$ cat src/tsa_pkg.sv
package tsa_pkg;

  // Scratchpad byte indices
  localparam logic [3:0] IDX_TEMP_LO   = 4'h0;
  localparam logic [3:0] IDX_TEMP_HI   = 4'h1;
  localparam logic [3:0] IDX_UPPER_LIM = 4'h2;
  localparam logic [3:0] IDX_LOWER_LIM = 4'h3;
  localparam logic [3:0] IDX_RSVD_A    = 4'h4;
  localparam logic [3:0] IDX_RSVD_B    = 4'h5;
  localparam logic [3:0] IDX_REMAIN    = 4'h6;
  localparam logic [3:0] IDX_PER_DEG   = 4'h7;
  localparam logic [3:0] IDX_CRC       = 4'h8;
  localparam int         PAD_BYTES     = 9;
  localparam int         PAD_BITS      = PAD_BYTES * 8;
  localparam int         CRC_DATA_BITS = 64;
  localparam int         ROM_DATA_BITS = 56;

  // Function commands
  localparam logic [7:0] CMD_CONVERT   = 8'h44;
  localparam logic [7:0] CMD_WRITE_PAD = 8'h4E;
  localparam logic [7:0] CMD_READ_PAD  = 8'hBE;
  localparam logic [7:0] CMD_COPY_PAD  = 8'h48;
  localparam logic [7:0] CMD_RELOAD    = 8'hB8;
  localparam logic [7:0] CMD_READ_PWR  = 8'hB4;

  // Fixed values
  localparam logic [15:0] TEMP_RESET     = 16'h00AA;
  localparam logic [7:0]  RSVD_VALUE     = 8'hFF;
  localparam logic [7:0]  PER_DEG_VALUE  = 8'h10;
  localparam logic [7:0]  REMAIN_RESET   = 8'h0C;
  localparam logic [7:0]  CRC_POLY_REFL  = 8'h8C;
  localparam logic [7:0]  UPPER_DEFAULT  = 8'h4B;
  localparam logic [7:0]  LOWER_DEFAULT  = 8'h46;

  // Timing
  localparam int CLK_MHZ         = 40;
  localparam int COPY_TIME_US    = 10000;
  localparam int COPY_CYCLES     = COPY_TIME_US * CLK_MHZ;
  localparam int RELOAD_CYCLES   = 8;

  // Read-slot answer source
  typedef enum logic [4:0] {
    RD_IDLE   = 5'b00001,
    RD_PAD    = 5'b00010,
    RD_POWER  = 5'b00100,
    RD_CONV   = 5'b01000,
    RD_RELOAD = 5'b10000
  } tsa_rdmode_t;

  // Conversion result from the analogue front end
  typedef struct packed {
    logic [15:0] temp;
    logic [7:0]  remain;
  } tsa_conv_t;

  // Alarm limit pair as kept in storage
  typedef struct packed {
    logic [7:0] upper;
    logic [7:0] lower;
  } tsa_limits_t;

endpackage : tsa_pkg

$ cat src/tsa_nv_store.sv
module tsa_nv_store #(
  parameter int          WRITE_CYCLES = tsa_pkg::COPY_CYCLES,
  parameter int          READ_CYCLES  = tsa_pkg::RELOAD_CYCLES,
  parameter logic [15:0] INIT_VALUE   = {tsa_pkg::UPPER_DEFAULT, tsa_pkg::LOWER_DEFAULT}
) (
  // Clock and reset
  input  wire logic                 mclk,
  input  wire logic                 srst,
  // Requests
  input  wire logic                 wrEn,
  input  wire tsa_pkg::tsa_limits_t wrData,
  input  wire logic                 rdEn,
  // Results
  output tsa_pkg::tsa_limits_t      rdData_q,
  output logic                      rdDone_q,
  output logic                      busy_q
);

  tsa_pkg::tsa_limits_t cells_q;
  tsa_pkg::tsa_limits_t pend_q;
  logic [31:0]          cnt_q;
  logic                 writing_q;

  ////////////////////////////////////////////////////////////////////////
  // Timed write or read; requests while busy are dropped
  always_ff @(posedge mclk) begin
    if (srst) begin
      busy_q    <= 1'b0;
      writing_q <= 1'b0;
      cnt_q     <= '0;
      pend_q    <= '0;
      rdDone_q  <= 1'b0;
    end else begin
      rdDone_q <= 1'b0;
      if (!busy_q && (wrEn || rdEn)) begin
        busy_q    <= 1'b1;
        writing_q <= wrEn;
        pend_q    <= wrData;
        cnt_q     <= 32'(wrEn ? WRITE_CYCLES - 1 : READ_CYCLES - 1);
      end else if (busy_q) begin
        if (cnt_q == '0) begin
          busy_q   <= 1'b0;
          rdDone_q <= !writing_q;
        end else begin
          cnt_q <= cnt_q - 32'd1;
        end
      end
    end
  end

  // Storage cells take their factory content at power-on only
  always_ff @(posedge mclk) begin
    if (srst) begin
      cells_q <= INIT_VALUE;
    end else if (busy_q && writing_q && cnt_q == '0) begin
      cells_q <= pend_q;
    end
  end

  always_ff @(posedge mclk) begin
    if (srst) begin
      rdData_q <= '0;
    end else if (busy_q && !writing_q && cnt_q == '0) begin
      rdData_q <= cells_q;
    end
  end

endmodule : tsa_nv_store

$ cat src/tsa_thermo_pad.sv
// Operation
// - Compare temperature bits 8..1 only against each limit byte.
// - Alarm when temp <= lower or temp > upper, signed compare.
// - Alarm flag re-evaluated after every conversion, cleared when condition gone.
// - Alarm search participation only while the alarm flag is set.
// - Each limit is a signed two's complement byte.
// - Limits live at pad bytes 2 and 3, backed by nonvolatile storage.
// - Power-supply read slot: low if parasite, high if external.
// - Identity code: family byte, 48-bit serial, CRC over 56 bits.
// - Pad bytes 0 and 1 give temperature and ignore writes.
// - Pad bytes 4 and 5 read all ones, not writable.
// - Pad bytes 6 and 7 hold remaining count and counts per degree.
// - Pad byte 8 is a read-only CRC over bytes 0 to 7.
// - Write-pad command loads byte 2 then byte 3, LSB first.
// - Read-pad shifts out from LSB of byte 0.
// - Copy command writes both limit bytes to nonvolatile storage.
// - Stored limits load into bytes 2 and 3 at power-up.
// - Reload command restores limits; read slots give 0 busy, 1 done.
// - External power: read slots after convert give 0 busy, 1 done.
// - Temperature is 16-bit sign-extended, bit 0 is half degree.
// - All bytes travel least significant bit first.
// - Both CRCs use x^8+x^5+x^4+1 from a zero start.
module tsa_thermo_pad #(
  parameter int          COPY_CYCLES   = tsa_pkg::COPY_CYCLES,
  parameter int          RELOAD_CYCLES = tsa_pkg::RELOAD_CYCLES,
  parameter logic [7:0]  FAMILY_CODE   = 8'h5A,          // Arbitrary value
  parameter logic [47:0] SERIAL_NUMBER = 48'h0123456789AB // Arbitrary value
) (
  // Clock and reset
  input  wire logic                mclk,
  input  wire logic                srst,
  // Byte layer from the slot engine
  input  wire logic                busReset,
  input  wire logic                cmdValid,
  input  wire logic [7:0]          cmdByte,
  input  wire logic                wrValid,
  input  wire logic [7:0]          wrByte,
  input  wire logic                rdSlot,
  output logic                     rdValid_q,
  output logic                     rdBit_q,
  // Alarm search from the ROM layer
  input  wire logic                searchReq,
  output logic                     searchJoin_q,
  output logic                     alarmFlag_q,
  // Converter
  output logic                     convStart_q,
  input  wire logic                convDone,
  input  wire tsa_pkg::tsa_conv_t  convResult,
  // Supply sense pin, high when parasite powered
  input  wire logic                parasitePin,
  // Identity code
  output logic [63:0]              romCode_q
);

  ////////////////////////////////////////////////////////////////////////
  // CRC, reflected form of x^8+x^5+x^4+1, zero start, LSB first
  function automatic logic [7:0] crcCalc(input logic [63:0] data, input int nBits);
    logic [7:0] c;
    logic       fb;
    c  = '0;
    fb = 1'b0;
    for (int i = 0; i < 64; i++) begin
      if (i < nBits) begin
        fb = c[0] ^ data[i];
        c  = {1'b0, c[7:1]};
        if (fb) begin
          c = c ^ tsa_pkg::CRC_POLY_REFL;
        end
      end
    end
    return c;
  endfunction : crcCalc

  tsa_pkg::tsa_rdmode_t rdMode_q;
  logic [15:0]          temp_q;
  logic [7:0]           remain_q;
  logic [7:0]           upper_q;
  logic [7:0]           lower_q;
  logic [7:0]           padCrc_q;
  logic [6:0]           bitIdx_q;
  logic                 wrIdx_q;
  logic                 converting_q;
  logic                 bootLoad_q;
  logic                 parSync1_q;
  logic                 parSync2_q;
  logic [63:0]          padBody;
  logic [71:0]          padAll;
  logic                 nvWr;
  logic                 nvRd;
  tsa_pkg::tsa_limits_t nvRdData;
  logic                 nvRdDone;
  logic                 nvBusy;
  logic signed [7:0]    tempCmp;
  logic                 wrEnable_q;

  ////////////////////////////////////////////////////////////////////////
  // Supply sense synchroniser
  always_ff @(posedge mclk) begin
    if (srst) begin
      parSync1_q <= 1'b0;
      parSync2_q <= 1'b0;
    end else begin
      parSync1_q <= parasitePin;
      parSync2_q <= parSync1_q;
    end
  end

  ////////////////////////////////////////////////////////////////////////
  // Scratchpad image, byte 0 in the low bits
  always_comb begin
    padBody = {tsa_pkg::PER_DEG_VALUE, remain_q,
               tsa_pkg::RSVD_VALUE, tsa_pkg::RSVD_VALUE,
               lower_q, upper_q,
               temp_q[15:8], temp_q[7:0]};
    padAll  = {padCrc_q, padBody};
  end

  // Recomputed every cycle so it tracks any pad change
  always_ff @(posedge mclk) begin
    if (srst) begin
      padCrc_q <= '0;
    end else begin
      padCrc_q <= crcCalc(padBody, tsa_pkg::CRC_DATA_BITS);
    end
  end

  always_ff @(posedge mclk) begin
    if (srst) begin
      romCode_q <= '0;
    end else begin
      romCode_q <= {crcCalc({8'h00, SERIAL_NUMBER, FAMILY_CODE},
                            tsa_pkg::ROM_DATA_BITS),
                    SERIAL_NUMBER, FAMILY_CODE};
    end
  end

  ////////////////////////////////////////////////////////////////////////
  // Conversion result and alarm compare
  always_ff @(posedge mclk) begin
    if (srst) begin
      converting_q <= 1'b0;
      convStart_q  <= 1'b0;
    end else begin
      convStart_q <= cmdValid && cmdByte == tsa_pkg::CMD_CONVERT && !converting_q;
      if (cmdValid && cmdByte == tsa_pkg::CMD_CONVERT) begin
        converting_q <= 1'b1;
      end else if (convDone) begin
        converting_q <= 1'b0;
      end
    end
  end

  always_ff @(posedge mclk) begin
    if (srst) begin
      temp_q   <= tsa_pkg::TEMP_RESET;
      remain_q <= tsa_pkg::REMAIN_RESET;
    end else if (convDone && converting_q) begin
      temp_q   <= convResult.temp;
      remain_q <= convResult.remain;
    end
  end

  assign tempCmp = convResult.temp[8:1];

  always_ff @(posedge mclk) begin
    if (srst) begin
      alarmFlag_q <= 1'b0;
    end else if (convDone && converting_q) begin
      alarmFlag_q <= (tempCmp <= $signed(lower_q))
                  || (tempCmp > $signed(upper_q));
    end
  end

  always_ff @(posedge mclk) begin
    if (srst) begin
      searchJoin_q <= 1'b0;
    end else begin
      searchJoin_q <= searchReq && alarmFlag_q;
    end
  end

  ////////////////////////////////////////////////////////////////////////
  // Alarm limits and nonvolatile backing
  assign nvWr = cmdValid && cmdByte == tsa_pkg::CMD_COPY_PAD;
  assign nvRd = bootLoad_q || (cmdValid && cmdByte == tsa_pkg::CMD_RELOAD);

  always_ff @(posedge mclk) begin
    if (srst) begin
      bootLoad_q <= 1'b1;
    end else if (!nvBusy) begin
      bootLoad_q <= 1'b0;
    end
  end

  always_ff @(posedge mclk) begin
    if (srst) begin
      upper_q <= '0;
      lower_q <= '0;
      wrIdx_q <= 1'b0;
    end else begin
      if (cmdValid) begin
        wrIdx_q <= 1'b0;
      end
      if (nvRdDone) begin
        upper_q <= nvRdData.upper;
        lower_q <= nvRdData.lower;
      end else if (wrValid && rdMode_q == tsa_pkg::RD_IDLE && wrEnable_q) begin
        if (!wrIdx_q) begin
          upper_q <= wrByte;
          wrIdx_q <= 1'b1;
        end else begin
          lower_q <= wrByte;
        end
      end
    end
  end

  // Write-pad window opened by the command, closed after the second byte
  always_ff @(posedge mclk) begin
    if (srst || busReset) begin
      wrEnable_q <= 1'b0;
    end else if (cmdValid) begin
      wrEnable_q <= cmdByte == tsa_pkg::CMD_WRITE_PAD;
    end else if (wrValid && wrIdx_q) begin
      wrEnable_q <= 1'b0;
    end
  end

  tsa_nv_store #(
    .WRITE_CYCLES (COPY_CYCLES),
    .READ_CYCLES  (RELOAD_CYCLES),
    .INIT_VALUE   ({tsa_pkg::UPPER_DEFAULT, tsa_pkg::LOWER_DEFAULT})
  ) uNvStore (
    .mclk     (mclk),
    .srst     (srst),
    .wrEn     (nvWr),
    .wrData   ({upper_q, lower_q}),
    .rdEn     (nvRd),
    .rdData_q (nvRdData),
    .rdDone_q (nvRdDone),
    .busy_q   (nvBusy)
  );

  ////////////////////////////////////////////////////////////////////////
  // Read-slot answers
  always_ff @(posedge mclk) begin
    if (srst || busReset) begin
      rdMode_q <= tsa_pkg::RD_IDLE;
    end else if (cmdValid) begin
      case (cmdByte)
        tsa_pkg::CMD_READ_PAD: rdMode_q <= tsa_pkg::RD_PAD;
        tsa_pkg::CMD_READ_PWR: rdMode_q <= tsa_pkg::RD_POWER;
        tsa_pkg::CMD_CONVERT:  rdMode_q <= tsa_pkg::RD_CONV;
        tsa_pkg::CMD_RELOAD:   rdMode_q <= tsa_pkg::RD_RELOAD;
        default:               rdMode_q <= tsa_pkg::RD_IDLE;
      endcase
    end
  end

  always_ff @(posedge mclk) begin
    if (srst || busReset || cmdValid) begin
      bitIdx_q <= '0;
    end else if (rdSlot && rdMode_q == tsa_pkg::RD_PAD
                 && bitIdx_q < 7'(tsa_pkg::PAD_BITS)) begin
      bitIdx_q <= bitIdx_q + 7'd1;
    end
  end

  always_ff @(posedge mclk) begin
    if (srst) begin
      rdValid_q <= 1'b0;
      rdBit_q   <= 1'b1;
    end else begin
      rdValid_q <= rdSlot;
      if (rdSlot) begin
        case (rdMode_q)
          tsa_pkg::RD_PAD:
            rdBit_q <= (bitIdx_q < 7'(tsa_pkg::PAD_BITS)) ? padAll[bitIdx_q] : 1'b1;
          tsa_pkg::RD_POWER:  rdBit_q <= !parSync2_q;
          tsa_pkg::RD_CONV:   rdBit_q <= parSync2_q || !converting_q;
          tsa_pkg::RD_RELOAD: rdBit_q <= !nvBusy;
          default:            rdBit_q <= 1'b1;
        endcase
      end
    end
  end

endmodule : tsa_thermo_pad

$ cat config.mk
export PLATFORM = sky130hd
export DESIGN_NAME = tsa_thermo_pad
export DESIGN_NICKNAME = d
export VERILOG_FILES = /design/src/tsa_pkg.sv /design/src/tsa_nv_store.sv /design/src/tsa_thermo_pad.sv
export SDC_FILE = /design/constraint.sdc
export NUM_CORES = 1
export LEC_CHECK = 0
export BUFFER_PORTS_ARGS = -buffer_cell sky130_fd_sc_hd__buf_2
export CORE_ASPECT_RATIO = 1.75
export CORE_UTILIZATION = 30
export DETAILED_ROUTE_END_ITERATION = 16
export PLACE_DENSITY = 0.46
export SYNTH_ARGS = -nofsm -noshare
export SYNTH_HDL_FRONTEND = slang
export SYNTH_SLANG_ARGS = --single-unit
$ cat constraint.sdc
create_clock -name mclk -period 6.4 [get_ports mclk]
set_input_delay 0.32 -clock mclk [delete_from_list [all_inputs] [get_ports mclk]]
set_output_delay 0.32 -clock mclk [all_outputs]
set_load 0.01 [all_outputs]
==> results.json <==
{
  "status": "finished, final reports clean",
  "crit_type": "flip-flop to flip-flop",
  "first_global_vias": 6573,
  "fin_crit_sh_pct": 54.90,
  "synth.area.top_cells": "dfxtp_1 (36%), nand2_1 (8.1%), xnor2_1 (7.6%), a21oi_1 (5.8%), buf_4 (5.6%)",
  "yosysMostFrequentCell": "nand2_1",
  "multi_input_area_um2": 4912,
  "worstPathCellList": "inv_1 > ha_1 > nor3b_1 > nand4_1 > or3_1 > nor4b_1 > nand2b_1 > nand2_1 > a21oi_1",
  "design.core.area_um2": 28520,
  "finalWirelength_um": 23300,
  "start_util_pct": 30.37,
  "rows": 82,
  "slew_headroom_pct": 25.60,
  "grt_max_degree": 97,
  "htree_levels": 4,
  "synth_top_area_share_pct": 35.82,
  "drive_gt1_share_pct": 15.14,
  "crit_path_max_fanout": 16,
  "synthCells": 995,
  "yosys_warnings": 0,
  "grt_pass1_wl_um": 36730,
  "cts_buffers": 17,
  "end_kind": "flip-flop",
  "regArea_um2": 3103,
  "yosysSeqAreaShare_pct": 35.82,
  "clockRootBuffer": "clkbuf_16",
  "gr-total-overflow": 0,
  "die_x_um": 130.5,
  "hp-start": "parasitePin",
  "crit-reg2reg-launch": "uNvStore.cnt_q[0]",
  "place_hpwl_um": 16940,
  "hold_violations": 0,
  "vias": 6658,
  "dieArea_um2": 29580,
  "power_density_nw_per_um2": 325.1,
  "wire_per_inst_um": 16.46,
  "r2r_cells": 9,
  "worst_pin_slew_ns": 1.116,
  "ys.flop_type": "dfxtp_1",
  "arrival_ns": 3.79,
  "yosys-top-cells-count": "nand2_1 (188), dfxtp_1 (155), a21oi_1 (101), nor2_1 (75), xnor2_1 (75)",
  "final.setup_skew_ns": 0.009774,
  "nFillCells": 3046,
  "drtIter0Drc": 283,
  "clock.fmax_mhz": 284.6,
  "drv_slew": 0,
  "clkSinkCount": 155,
  "syn_area_per_cell_um2": 8.706,
  "gr-usage-all-layers_pct": 16.91,
  "syn-cell-area_um2": 8662,
  "cts_max_path_buffers": 2,
  "synth-edff-count": 0,
  "rsz0062_at_grt": "no",
  "area_growth_pct": 11.86,
  "synth_top_area_cell": "dfxtp_1",
  "maxCapViolCount": 0,
  "p_leak_nw": 3.686,
  "ios": 118,
  "ant_nets": 0,
  "port_buffers": 83,
  "setup_viol": 0,
  "synthArstFlopShare_pct": 0,
  "postCtsSetupBuffers": 0,
  "die_h_um": 226.8,
  "yosysUniqueCellTypes": 52,
  "hold_buffers": 0,
  "whs_ns": 0.08020,
  "ctsResizeCount": 0,
  "yosys_register_bits": 155,
  "worstPathRequired_ns": 6.68,
  "critPathSlowestCell": "nor4b_1",
  "hold_path_class": "primary input to flip-flop",
  "first_pass_iters": 5,
  "critPathMaxStageDelay_ns": 0.59,
  "remaining_drc_errors": 0,
  "hold_depth": 2,
  "dpl-instance-area_um2": 9060,
  "clk_latency_ns": 0.44,
  "final.setup.tns_ns": 0,
  "gp_congestion": 0.8045,
  "finalNetCount": 1092,
  "clk_pin_slew_worst_paths_ns": 0.07,
  "antenna_cells": 0,
  "viasPerCell": 4.705,
  "min_period_ns": 3.513,
  "finalInstanceArea_um2": 9689,
  "crit_path_start": "uNvStore.cnt_q[0]",
  "start_kind": "flip-flop",
  "peakVddDrop_uv": 186.3,
  "cts_tree": "done",
  "antenna_found_initial": 0
}
==> worst max-delay path, delay by kind of cell, from the launching register on <==
kind	cells	cell delay (ns)
AND/OR/NAND/NOR	6	2.69
adder cells (fa/ha/maj)	1	0.15
AO/OA/AOI/OAI	1	0.09
buffers and inverters	1	0.07
flip-flops	1	0.35
==> sequential cells by signal, indices dropped and copies added, names as in the netlist, 7 cells and up <==
name / flops
remain_q: 8
temp_q: 16
uNvStore.rdData_q: 16
upper_q: 8
bitIdx_q: 7
uNvStore.cells_q: 16
uNvStore.pend_q: 16
uNvStore.cnt_q: 32
padCrc_q: 8
lower_q: 8
==> final cells by class <==
type / count / share of cell area (%)
Clock inverter: 12 / 1.679
Clock buffer: 20 / 4.817
Multi-Input combinational cell: 733 / 50.70
Sequential cell: 155 / 32.02
Timing Repair Buffer: 90 / 4.855
Inverter: 27 / 1.046
Tap cell: 378 / 4.881
==> cells in the final DEF (no fill, tap or decap), types with 4 or more instances in the layout <==
master      instances
xnor2_1            75
mux4_2             14
a31oi_1             9
clkbuf_16          17
nor2_1             75
xor3_1              5
o21ai_0            12
nand2b_1            6
conb_1             34
nand4_1             6
a22oi_1            16
xor2_1             28
nor2b_1             7
nand3_1            26
clkinvlp_4          4
inv_1              26
xnor2_2             8
dfxtp_1           155
o21a_1              7
nor3_1             17
buf_4               8
nor4_1              7
or3_1               6
o22ai_1             6
xnor3_1            17
ha_1               19
buf_2              82
nor4b_1             6
nand2_1           188
a21oi_1           100
a211oi_1            4
==> report_power, final <==
part           internal, W  total, W  switching (W)
sequential         0.00104   0.00111      0.0000656
clock             0.000649   0.00109       0.000444
combinational     0.000438  0.000948       0.000510
total              0.00213   0.00315        0.00102
==> final timing paths <==
kind	slack, ns	end
worst min-delay path	0.08	parSync1_q
worst min register to register	0.45	uNvStore.rdData_q[2]
worst max register to register	2.89	uNvStore.rdData_q[6]
worst max-delay path	2.89	uNvStore.rdData_q[6]
==> routing by layer <==
metal	up-vias	global-route usage (%)	share of wire (%)
met4	0	7.267	2.9
li1	3318	-	-
met3	32	3.185	2.9
met2	131	32.94	58
met5	-	0	0
met1	3177	16.94	37
==> through the flow <==
| stage | total power, W | instances | setup WS [ns] | utilization (%) |
|---|---|---|---|---|
| floorplan | 0.001902 | 1028 | 3.315 | - |
| global placement | 0.002083 | 1383 | 2.845 | 31.76 |
| detailed placement | 0.002087 | 1383 | 2.837 | 31.76 |
| CTS | 0.003189 | 1415 | 2.803 | 33.97 |
| global route | 0.003342 | 1415 | 2.520 | 33.97 |
| finish | 0.003150 | 1415 | 2.887 | 33.97 |
==> cell families after synthesis <==
kind of cell | Yosys count | share of synthesized area [%]
and+or+nand+nor | 360 | 18.29
AOI/OAI and AO/OA | 164 | 10.91
DFF | 155 | 35.82
buffers and inverters | 140 | 8.941
xor gates and xnor gates | 138 | 19.14
adders and majority gates | 19 | 2.744
muxes | 18 | 4.117
other | 1 | 0.04329
Power figures use the tool's default switching activity.
